[config.mk]
export PLATFORM = sky130hd
export DESIGN_NAME = dmc_channel_ctrl
export DESIGN_NICKNAME = d
export VERILOG_FILES = /design/src/dmc_channel_ctrl.v /design/src/dmc_xfer_engine.v
export VERILOG_INCLUDE_DIRS = /design/src
export SDC_FILE = /design/constraint.sdc
export NUM_CORES = 2
export LEC_CHECK = 0
export BUFFER_PORTS_ARGS = -buffer_cell sky130_fd_sc_hd__buf_4
export CORE_MARGIN = 8
export CORE_UTILIZATION = 45
export CTS_BUF_LIST = sky130_fd_sc_hd__clkbuf_4 sky130_fd_sc_hd__clkbuf_8 sky130_fd_sc_hd__clkbuf_16
export CTS_CLUSTER_DIAMETER = 120
export DETAILED_ROUTE_END_ITERATION = 12
export GPL_ROUTABILITY_DRIVEN = 0
export PLACE_DENSITY = 0.73
export SLEW_MARGIN = 40
export SYNTH_ARGS = -nofsm -noshare
export SYNTH_HDL_FRONTEND = slang
export SYNTH_SLANG_ARGS = --single-unit
[constraint.sdc]
create_clock -name sys_clk -period 3.1 [get_ports sys_clk]
set_input_delay 0.62 -clock sys_clk [delete_from_list [all_inputs] [get_ports sys_clk]]
set_output_delay 0.62 -clock sys_clk [all_outputs]
set_load 0.01 [all_outputs]
[src/dmc_defines.vh]
// register map, field positions and reset values for the dma channel control block
`ifndef DMC_DEFINES_VH
`define DMC_DEFINES_VH
// channel register slots, word index within a channel window
`define DMC_REG_CTRL 3'h0
`define DMC_REG_REQ 3'h1
`define DMC_REG_STA 3'h2
`define DMC_REG_STB 3'h3
`define DMC_REG_PAD 3'h4
`define DMC_REG_CNT 3'h5
// shared status window, selected by address bit 5
`define DMC_SH_PWC 3'h0
`define DMC_SH_RQC 3'h1
`define DMC_SH_PPS 3'h2
`define DMC_SH_LCA 3'h3
`define DMC_SH_SADR 3'h4
`define DMC_SH_IFLAG 3'h5
`define DMC_SH_IMASK 3'h6
// control register fields
`define DMC_CTRL_EN 15
`define DMC_CTRL_SIZE 14
`define DMC_CTRL_DIR 13
`define DMC_CTRL_HALF 12
`define DMC_CTRL_NULLW 11
`define DMC_CTRL_MASK 16'hF833
`define DMC_MODE_LO 0
`define DMC_MODE_ONESHOT 0
`define DMC_MODE_PINGPONG 1
// reset values
`define DMC_RST_16 16'h0000
`define DMC_RST_32 32'h00000000
`define DMC_RST_14 14'h0000
`define DMC_RST_LCA 4'hF
`endif

[src/dmc_channel_ctrl.v]
// four channel dma register set, shared status and completion interrupts
// Functional notes
// - four independent channels, each full register set
// - control register is sixteen bits
// - sixteen-bit request select picks trigger irq
// - primary and secondary 32-bit ram starts
// - sixteen-bit peripheral address per channel
// - fourteen-bit transfer count sets block length
// - shared status reports write, request collisions
// - shared status keeps last address, channel
// - completion flags live in interrupt flag register
`timescale 1ns/1ps
`include "dmc_defines.vh"
module dmc_channel_ctrl #(
  parameter NCH = 4,
  parameter CNT_W = 14
)
(
  input wire sys_clk,
  input wire reset_n,
  input wire [5:0] reg_addr,
  input wire [31:0] reg_wdata,
  input wire reg_wr,
  input wire reg_rd,
  output reg [31:0] reg_rdata_ff,
  input wire [127:0] periph_irq,
  input wire [3:0] periph_wr_coll,
  output reg [3:0] chan_done_flag_ff,
  output reg [3:0] xfer_grant_ff,
  output reg [31:0] last_ram_addr_ff,
  output reg [15:0] periph_addr_out_ff,
  output reg xfer_dir_ff,
  output reg irq_ff
);
  //////////////////////////////////////////////////////////////////////////
  // per channel storage, flip-flops indexed by channel
  reg [15:0] chan_ctrl_reg [0:3];
  reg [15:0] chan_req_select_reg [0:3];
  reg [31:0] ram_start_primary [0:3];
  reg [31:0] ram_start_secondary [0:3];
  reg [15:0] periph_addr_reg [0:3];
  reg [CNT_W-1:0] xfer_count_reg [0:3];
  // shared status
  reg [3:0] periph_write_collision_status;
  reg [3:0] request_collision_status;
  reg [3:0] last_channel_status;
  reg [3:0] irq_mask_ff; // mask for completion flags
  // request sync, two stages, first read only by second
  reg [127:0] irq_s1_ff;
  reg [127:0] irq_s2_ff;
  reg [3:0] pend_ff; // pending triggers per channel
  reg [3:0] wcol_s1_ff;
  reg [3:0] wcol_s2_ff;
  // engine side
  wire [31:0] eng_addr [0:3];
  wire [3:0] eng_buf;
  wire [3:0] eng_done;
  wire [3:0] eng_dis;
  reg [3:0] trig;
  reg [1:0] win;
  reg any_req;
  integer i; // arbiter loop index
  integer ci; // combinational trigger loop index
  integer ri; // register process loop index
  integer fi; // flag process loop index
  wire ch_win;
  wire [1:0] ch;
  wire [2:0] slot;
  assign ch_win = ~reg_addr[5];
  assign ch = reg_addr[4:3];
  assign slot = reg_addr[2:0];
  //////////////////////////////////////////////////////////////////////////
  // lowest channel number wins when several are pending
  function [1:0] pick;
    input [3:0] req;
    begin
      if (req[0])
        pick = 2'd0;
      else if (req[1])
        pick = 2'd1;
      else if (req[2])
        pick = 2'd2;
      else
        pick = 2'd3;
    end
  endfunction
  // selected peripheral irq line of a channel
  function sel_irq;
    input [127:0] lines;
    input [15:0] sel;
    begin
      sel_irq = lines[sel[6:0]];
    end
  endfunction
  //////////////////////////////////////////////////////////////////////////
  // request synchronisers; sources are pins or other domains
  always @(posedge sys_clk or negedge reset_n)
  begin
    if (!reset_n)
    begin
      irq_s1_ff <= 128'h0;
      irq_s2_ff <= 128'h0;
      wcol_s1_ff <= 4'h0;
      wcol_s2_ff <= 4'h0;
    end
    else
    begin
      irq_s1_ff <= periph_irq;
      irq_s2_ff <= irq_s1_ff;
      wcol_s1_ff <= periph_wr_coll;
      wcol_s2_ff <= wcol_s1_ff;
    end
  end
  // per channel trigger from its chosen request line
  always @*
  begin
    for (ci = 0; ci < NCH; ci = ci + 1)
      trig[ci] = chan_ctrl_reg[ci][`DMC_CTRL_EN] &
        sel_irq(irq_s2_ff, chan_req_select_reg[ci]);
    any_req = |pend_ff;
    win = pick(pend_ff);
  end
  //////////////////////////////////////////////////////////////////////////
  // one engine per channel
  genvar g;
  generate
    for (g = 0; g < NCH; g = g + 1)
    begin : eng
      dmc_xfer_engine #(
        .CNT_W(CNT_W)
      ) u_eng (
        .sys_clk(sys_clk),
        .reset_n(reset_n),
        .enable(chan_ctrl_reg[g][`DMC_CTRL_EN]),
        .ctrl(chan_ctrl_reg[g]),
        .count(xfer_count_reg[g]),
        .start_a(ram_start_primary[g]),
        .start_b(ram_start_secondary[g]),
        .grant(xfer_grant_ff[g]),
        .ram_addr_ff(eng_addr[g]),
        .buf_sel_ff(eng_buf[g]),
        .done_ff(eng_done[g]),
        .disable_ff(eng_dis[g])
      );
    end
  endgenerate
  //////////////////////////////////////////////////////////////////////////
  // arbiter, pending requests, collisions and shared status
  always @(posedge sys_clk or negedge reset_n)
  begin
    if (!reset_n)
    begin
      pend_ff <= 4'h0;
      xfer_grant_ff <= 4'h0;
      request_collision_status <= 4'h0;
      periph_write_collision_status <= 4'h0;
      last_channel_status <= `DMC_RST_LCA;
      last_ram_addr_ff <= `DMC_RST_32;
      periph_addr_out_ff <= `DMC_RST_16;
      xfer_dir_ff <= 1'b0;
    end
    else
    begin
      xfer_grant_ff <= 4'h0;
      for (i = 0; i < NCH; i = i + 1)
      begin
        // a second trigger while one is pending is a collision
        if (trig[i] && pend_ff[i])
          request_collision_status[i] <= 1'b1;
        else if (reg_wr && !ch_win && slot == `DMC_SH_RQC && reg_wdata[i])
          request_collision_status[i] <= 1'b0;
        if (wcol_s2_ff[i] && chan_ctrl_reg[i][`DMC_CTRL_EN])
          periph_write_collision_status[i] <= 1'b1;
        else if (reg_wr && !ch_win && slot == `DMC_SH_PWC && reg_wdata[i])
          periph_write_collision_status[i] <= 1'b0;
      end
      pend_ff <= (pend_ff | trig) & ~(any_req ? (4'h1 << win) : 4'h0);
      if (any_req)
      begin
        // serve one element, record address and channel
        xfer_grant_ff <= 4'h1 << win;
        last_channel_status <= {2'b00, win};
        last_ram_addr_ff <= eng_addr[win];
        periph_addr_out_ff <= periph_addr_reg[win];
        xfer_dir_ff <= chan_ctrl_reg[win][`DMC_CTRL_DIR];
      end
    end
  end
  //////////////////////////////////////////////////////////////////////////
  // register writes; engine one-shot end clears the enable
  always @(posedge sys_clk or negedge reset_n)
  begin
    if (!reset_n)
    begin
      for (ri = 0; ri < NCH; ri = ri + 1)
      begin
        chan_ctrl_reg[ri] <= `DMC_RST_16;
        chan_req_select_reg[ri] <= `DMC_RST_16;
        ram_start_primary[ri] <= `DMC_RST_32;
        ram_start_secondary[ri] <= `DMC_RST_32;
        periph_addr_reg[ri] <= `DMC_RST_16;
        xfer_count_reg[ri] <= `DMC_RST_14;
      end
      irq_mask_ff <= 4'h0;
    end
    else
    begin
      for (ri = 0; ri < NCH; ri = ri + 1)
        if (eng_dis[ri])
          chan_ctrl_reg[ri][`DMC_CTRL_EN] <= 1'b0;
      if (reg_wr && ch_win)
      begin
        case (slot)
          `DMC_REG_CTRL: chan_ctrl_reg[ch] <= reg_wdata[15:0] & `DMC_CTRL_MASK;
          `DMC_REG_REQ: chan_req_select_reg[ch] <= reg_wdata[15:0];
          `DMC_REG_STA: ram_start_primary[ch] <= reg_wdata;
          `DMC_REG_STB: ram_start_secondary[ch] <= reg_wdata;
          `DMC_REG_PAD: periph_addr_reg[ch] <= reg_wdata[15:0];
          `DMC_REG_CNT: xfer_count_reg[ch] <= reg_wdata[CNT_W-1:0];
          default: ;
        endcase
      end
      else if (reg_wr && slot == `DMC_SH_IMASK)
        irq_mask_ff <= reg_wdata[3:0];
    end
  end
  //////////////////////////////////////////////////////////////////////////
  // sticky completion flags, set wins over write-one-to-clear
  always @(posedge sys_clk or negedge reset_n)
  begin
    if (!reset_n)
    begin
      chan_done_flag_ff <= 4'h0;
      irq_ff <= 1'b0;
    end
    else
    begin
      for (fi = 0; fi < NCH; fi = fi + 1)
        if (eng_done[fi])
          chan_done_flag_ff[fi] <= 1'b1;
        else if (reg_wr && !ch_win && slot == `DMC_SH_IFLAG && reg_wdata[fi])
          chan_done_flag_ff[fi] <= 1'b0;
      irq_ff <= |((chan_done_flag_ff | eng_done) & irq_mask_ff);
    end
  end
  //////////////////////////////////////////////////////////////////////////
  // read data, valid in the cycle after the strobe; unmapped reads zero
  always @(posedge sys_clk or negedge reset_n)
  begin
    if (!reset_n)
      reg_rdata_ff <= `DMC_RST_32;
    else if (reg_rd && ch_win)
    begin
      case (slot)
        `DMC_REG_CTRL: reg_rdata_ff <= {16'h0000, chan_ctrl_reg[ch]};
        `DMC_REG_REQ: reg_rdata_ff <= {16'h0000, chan_req_select_reg[ch]};
        `DMC_REG_STA: reg_rdata_ff <= ram_start_primary[ch];
        `DMC_REG_STB: reg_rdata_ff <= ram_start_secondary[ch];
        `DMC_REG_PAD: reg_rdata_ff <= {16'h0000, periph_addr_reg[ch]};
        `DMC_REG_CNT: reg_rdata_ff <= {18'h00000, xfer_count_reg[ch]};
        default: reg_rdata_ff <= `DMC_RST_32;
      endcase
    end
    else if (reg_rd)
    begin
      case (slot)
        `DMC_SH_PWC: reg_rdata_ff <= {28'h0000000, periph_write_collision_status};
        `DMC_SH_RQC: reg_rdata_ff <= {28'h0000000, request_collision_status};
        `DMC_SH_PPS: reg_rdata_ff <= {28'h0000000, eng_buf};
        `DMC_SH_LCA: reg_rdata_ff <= {28'h0000000, last_channel_status};
        `DMC_SH_SADR: reg_rdata_ff <= last_ram_addr_ff;
        `DMC_SH_IFLAG: reg_rdata_ff <= {28'h0000000, chan_done_flag_ff};
        `DMC_SH_IMASK: reg_rdata_ff <= {28'h0000000, irq_mask_ff};
        default: reg_rdata_ff <= `DMC_RST_32;
      endcase
    end
    else
      reg_rdata_ff <= `DMC_RST_32;
  end
endmodule // dmc_channel_ctrl

[src/dmc_xfer_engine.v]
// one channel transfer sequencer: counts elements, ping-pong, completion
`timescale 1ns/1ps
`include "dmc_defines.vh"
module dmc_xfer_engine #(
  parameter CNT_W = 14
)
(
  input wire sys_clk,
  input wire reset_n,
  input wire enable,
  input wire [15:0] ctrl,
  input wire [CNT_W-1:0] count,
  input wire [31:0] start_a,
  input wire [31:0] start_b,
  input wire grant,
  output reg [31:0] ram_addr_ff,
  output reg buf_sel_ff,
  output reg done_ff,
  output reg disable_ff
);
  reg [CNT_W-1:0] idx_ff; // elements moved in this block
  reg half_sent_ff; // half event already raised this block
  wire [CNT_W-1:0] nxt_idx; // next element index
  wire [CNT_W-1:0] half_pt;
  wire [31:0] step;
  wire block_end;
  assign half_pt = count >> 1;
  assign nxt_idx = idx_ff + 1'b1;
  // byte steps one, word steps two
  assign step = ctrl[`DMC_CTRL_SIZE] ? 32'h00000001 : 32'h00000002;
  assign block_end = (idx_ff == count);
  //////////////////////////////////////////////////////////////////////////
  // element counter and ram address; count holds transfers minus one
  always @(posedge sys_clk or negedge reset_n)
  begin
    if (!reset_n)
    begin
      idx_ff <= `DMC_RST_14;
      ram_addr_ff <= `DMC_RST_32;
      buf_sel_ff <= 1'b0;
      done_ff <= 1'b0;
      half_sent_ff <= 1'b0;
      disable_ff <= 1'b0;
    end
    else
    begin
      done_ff <= 1'b0;
      disable_ff <= 1'b0;
      if (!enable)
      begin
        // idle channel rearms at the primary buffer
        idx_ff <= `DMC_RST_14;
        buf_sel_ff <= 1'b0;
        half_sent_ff <= 1'b0;
        ram_addr_ff <= start_a;
      end
      else if (grant)
      begin
        if (block_end)
        begin
          // half mode flags only at midpoint
          done_ff <= ~ctrl[`DMC_CTRL_HALF];
          idx_ff <= `DMC_RST_14;
          half_sent_ff <= 1'b0;
          if (ctrl[`DMC_MODE_PINGPONG])
          begin
            buf_sel_ff <= ~buf_sel_ff;
            ram_addr_ff <= buf_sel_ff ? start_a : start_b;
            disable_ff <= ctrl[`DMC_MODE_ONESHOT] & buf_sel_ff;
          end
          else
          begin
            ram_addr_ff <= start_a;
            disable_ff <= ctrl[`DMC_MODE_ONESHOT];
          end
        end
        else
        begin
          idx_ff <= nxt_idx;
          ram_addr_ff <= ram_addr_ff + step;
          if (ctrl[`DMC_CTRL_HALF] && !half_sent_ff && idx_ff == half_pt)
          begin
            done_ff <= 1'b1;
            half_sent_ff <= 1'b1;
          end
        end
      end
    end
  end
endmodule // dmc_xfer_engine

==> results summary <==
The run finished with clean final reports. The worst reg2reg path endpoint is request_collision_status[2]$_DFFE_PN0P_. For this block, the routed nets add up to approximately 180,000 um of wire.

The static leakage power came out at about 27 nW. The number of detailed-routing iterations run before antenna repair is 9. The synthesized area is 0.0530 sq mm. The proportion of netlist area held by the largest area contributor came out at 0.494.

The worst path needs 2780 ps of the cycle, external delays included. between 200 and 300 I/O pins were placed. The tree is rooted in a sky130_fd_sc_hd__clkbuf_16. The die boundary height came out at 359 um.

The share of synthesized registers carrying an async set or reset is 1.00. For this configuration, the core starts out at a cell density of 0.451. By area the synthesized netlist is led by sky130_fd_sc_hd__dfrtp_1 (49%), sky130_fd_sc_hd__mux4_2 (11%), sky130_fd_sc_hd__mux2_2 (10%). The HPWL after detailed placement is ~130,000 um. Following the worst setup path forward leads to its endpoint at request_collision_status[2]$_DFFE_PN0P_. For this design the ratio of total power to cell area is 702 mW/mm^2. The total core area came out at 0.117 sq mm. The length in cells of the worst reg-to-reg path is 7.

The count of nets left with antenna violations after detail routing came out at 0. The clock-pin slew on the worst setup and hold paths came out at 70 ps. The count of yosys warnings during synthesis is 0. By startpoint and endpoint, the worst setup path is classified as reg2reg.

Global routing finished with a remaining overflow of 0. The commonest register cell after synthesis is sky130_fd_sc_hd__dfrtp_1. The biggest area contributor in the post-synthesis netlist is sky130_fd_sc_hd__dfrtp_1. The number of buffers inserted by post-CTS setup repair is 0. The first routing iteration left 6,179 violations. The measured slew at the worst slew-check pin came out at 976 ps. The average cell area after synthesis came out at 11.7 sq um. The post-route non-filler standard cell count is 6,470. Timing would allow up to 0.360 GHz. Setup violations remaining at the end of the flow were counted as 0.

The first global-routing pass estimated about 270,000 um of wire. STA classifies the critical path endpoint as a register. The final count of hold timing violations is 0. The max-slew violation count came out at 0. The worst hold slack across all endpoints came out at about 27 ps. In this run the worst hold path is classified as in2reg. The startpoint type of the worst setup path is a register. The placement row count came out at approximately 130. In this run the tightest slew margin relative to its limit is 0.349. The clock passes through at most 3 buffers.

The share of the Yosys chip area taken by registers is 0.495. Setup slack on the worst reg-to-reg path comes out at 320 ps. Tracing the worst setup path back leads to its startpoint at chan_req_select_reg[16]$_DFFE_PN0P_.

The flop and latch count out of synthesis is 1,049. The clock latency of the later-clocked register in the worst-skew pair came out at between 700 and 800 ps. The final-layout setup total negative slack came out at 0 ps.

The die extent in x came out at roughly 360 um. The gate count after technology mapping is between 4,000 and 5,000. The number of cells in the design after placement is between 6,000 and 7,000. The final layout contains 5,023 nets. Dividing the final minimum period by the clock period gives 0.897. For the worst setup path, the data required time is approximately 3700 ps. The ratio of cells with drive above 1 in the final layout is 0.292. The total via count in the routed design is between 40,000 and 50,000.

The number of port buffers came out at 263. TritonCTS built the clock tree. Of all nets on the critical path, the largest fanout is 21. The maximum vdd drop is approximately 460 uV.

The aggregate global-route resource usage came out at 0.275. Setup repair after global routing left no endpoint under its margin. When the netlist entered floorplanning its net count stood at 4,735. Overall power consumption after layout is estimated at approximately 43 mW. The setup clock skew after layout is 51.2 ps.

The pin count of the biggest net entering global routing came out at around 120. The unique cell type count in the Yosys netlist is 90. The die covers about 0.13 sq mm. The growth of design area from synthesis to finish came out at 16.7%. The number of antenna violations at the first check in global routing is 13. The number of flops mapped to enable cells by yosys came out at 0. The number of global-route vias before repair is 41,086. In the routed design, unresolved DRC markers number 0. The per-cell routed wire length came out at 28.4 um.

The reg-to-reg critical path startpoint is chan_req_select_reg[16]$_DFFE_PN0P_. The CTS buffer count is 108. The deepest level of the CTS H-tree is 3.

After detailed routing, the number of vias per cell comes to 6.49. The clock sink total is 1,049. The max-capacitance violation count is 0. The arrival time at the worst endpoint came out at 3370 ps.
metrics by stage:
| step | utilization | cell area [sq um] | setup WS [ps] |
|---|---|---|---|
| 2_1_floorplan | - | 53000 | 639 |
| 3_3_place_gp | 0.485 | 57000 | 257 |
| 3_5_place_dp | 0.486 | 57000 | 259 |
| 4_1_cts | 0.526 | 61800 | 304 |
| 5_1_grt | 0.526 | 61800 | 135 |
| 6_report | 0.527 | 61800 | 320 |
Yosys cell counts, types with 25 or more instances:
cell                       count
sky130_fd_sc_hd__nand4_1      60
sky130_fd_sc_hd__o221ai_1     26
sky130_fd_sc_hd__nor2_1      261
sky130_fd_sc_hd__buf_2        87
sky130_fd_sc_hd__a21oi_1     185
sky130_fd_sc_hd__a22oi_1      75
sky130_fd_sc_hd__xor2_1       59
sky130_fd_sc_hd__o22ai_1      75
sky130_fd_sc_hd__inv_1        95
sky130_fd_sc_hd__dfrtp_1    1046
sky130_fd_sc_hd__o21ai_0     213
sky130_fd_sc_hd__nor4_1       33
sky130_fd_sc_hd__and3_1       44
sky130_fd_sc_hd__nor3_1       43
sky130_fd_sc_hd__buf_1        33
sky130_fd_sc_hd__nor2b_1      25
sky130_fd_sc_hd__nand2_1     436
sky130_fd_sc_hd__mux2i_1      79
sky130_fd_sc_hd__clkbuf_1    211
sky130_fd_sc_hd__o31ai_1      35
sky130_fd_sc_hd__a31oi_1      51
sky130_fd_sc_hd__xnor2_1     117
sky130_fd_sc_hd__mux4_2      249
sky130_fd_sc_hd__a21o_1       29
sky130_fd_sc_hd__nand3_1     125
sky130_fd_sc_hd__mux2_2      477
report_power, final:
part / leakage [nW] / switching [mW] / total, mW / internal, mW
clock: 1.87 / 5.84 / 13.8 / 7.91
combinational: 11.2 / 6.55 / 11.2 / 4.65
sequential: 13.4 / 2.85 / 18.5 / 15.6
layer usage:
layer	vias up	routed length (um)	global-route usage
met5	-	27	0
met4	4	8060	0.0989
met3	508	28300	0.115
met2	3193	76900	0.395
met1	20959	70600	0.374
li1	17335	-	-
worst min-delay path by stage:
stage                              endpoint                startpoint  cells past startpoint
4_1_cts             irq_s1_ff[72]$_DFF_PN0_            periph_irq[72]                      1
3_3_place_gp        irq_s2_ff[76]$_DFF_PN0_   irq_s1_ff[76]$_DFF_PN0_                      0
3_5_place_dp       irq_s2_ff[101]$_DFF_PN0_  irq_s1_ff[101]$_DFF_PN0_                      0
5_1_grt            irq_s1_ff[123]$_DFF_PN0_           periph_irq[123]                      1
2_1_floorplan  chan_ctrl_reg[0]$_DFFE_PN0P_                   reset_n                      0
6_report            wcol_s1_ff[0]$_DFF_PN0_         periph_wr_coll[0]                      1
placed cells by master (no fill, tap or decap), types with 79 or more instances in the layout:
cell type	Yosys	layout
sky130_fd_sc_hd__nor2_1	261	258
sky130_fd_sc_hd__o21ai_0	213	213
sky130_fd_sc_hd__clkbuf_16	0	110
sky130_fd_sc_hd__mux4_2	249	249
sky130_fd_sc_hd__inv_1	95	94
sky130_fd_sc_hd__a21oi_1	185	185
sky130_fd_sc_hd__nand2_1	436	435
sky130_fd_sc_hd__buf_4	21	414
sky130_fd_sc_hd__mux2i_1	79	79
sky130_fd_sc_hd__xnor2_1	117	117
sky130_fd_sc_hd__nand3_1	125	125
sky130_fd_sc_hd__mux2_2	477	477
sky130_fd_sc_hd__dlygate4sd3_1	0	100
sky130_fd_sc_hd__dfrtp_1	1046	1040
cell type report:
type | count | area, sq um
clock buffer | 149 | 3180
inverter | 99 | 372
fill | 9696 | 55600
multi-input combinational | 3031 | 24800
antenna | 10 | 25.0
timing repair buffer | 544 | 4700
sequential | 1049 | 26300
tap | 1536 | 1920
clock inverter | 52 | 609
timing repair:
| action | CTS | global route |
|---|---|---|
| hold buffers | 99 | 1 |
| resized for setup | 0 | 0 |
| endpoints found under the hold margin | 130 | 1 |
logic make-up (layout without fill, tap and decap cells):
| group | count (synthesis) | after routing | share of synthesized area |
|---|---|---|---|
| and+or+nand+nor | 1158 | 1158 | 0.104 |
| DFF | 1049 | 1049 | 0.495 |
| AOI/OAI and AO/OA | 876 | 876 | 0.107 |
| muxes | 805 | 805 | 0.222 |
| buffers and inverters | 465 | 844 | 0.0385 |
| xor gates and xnor gates | 176 | 176 | 0.0291 |
| adders and majority gates | 16 | 16 | 0.00434 |
| other | 0 | 10 | 0 |
worst max-delay path: stages, from the launching register on:
cell	delay [ps]
sky130_fd_sc_hd__dfrtp_2	360
sky130_fd_sc_hd__buf_4	370
sky130_fd_sc_hd__mux4_2	570
sky130_fd_sc_hd__a22oi_1	200
sky130_fd_sc_hd__a21oi_1	100
sky130_fd_sc_hd__nor4_1	540
sky130_fd_sc_hd__o22ai_1	240
sky130_fd_sc_hd__a22o_1	280
Power figures use the tool's default switching activity.
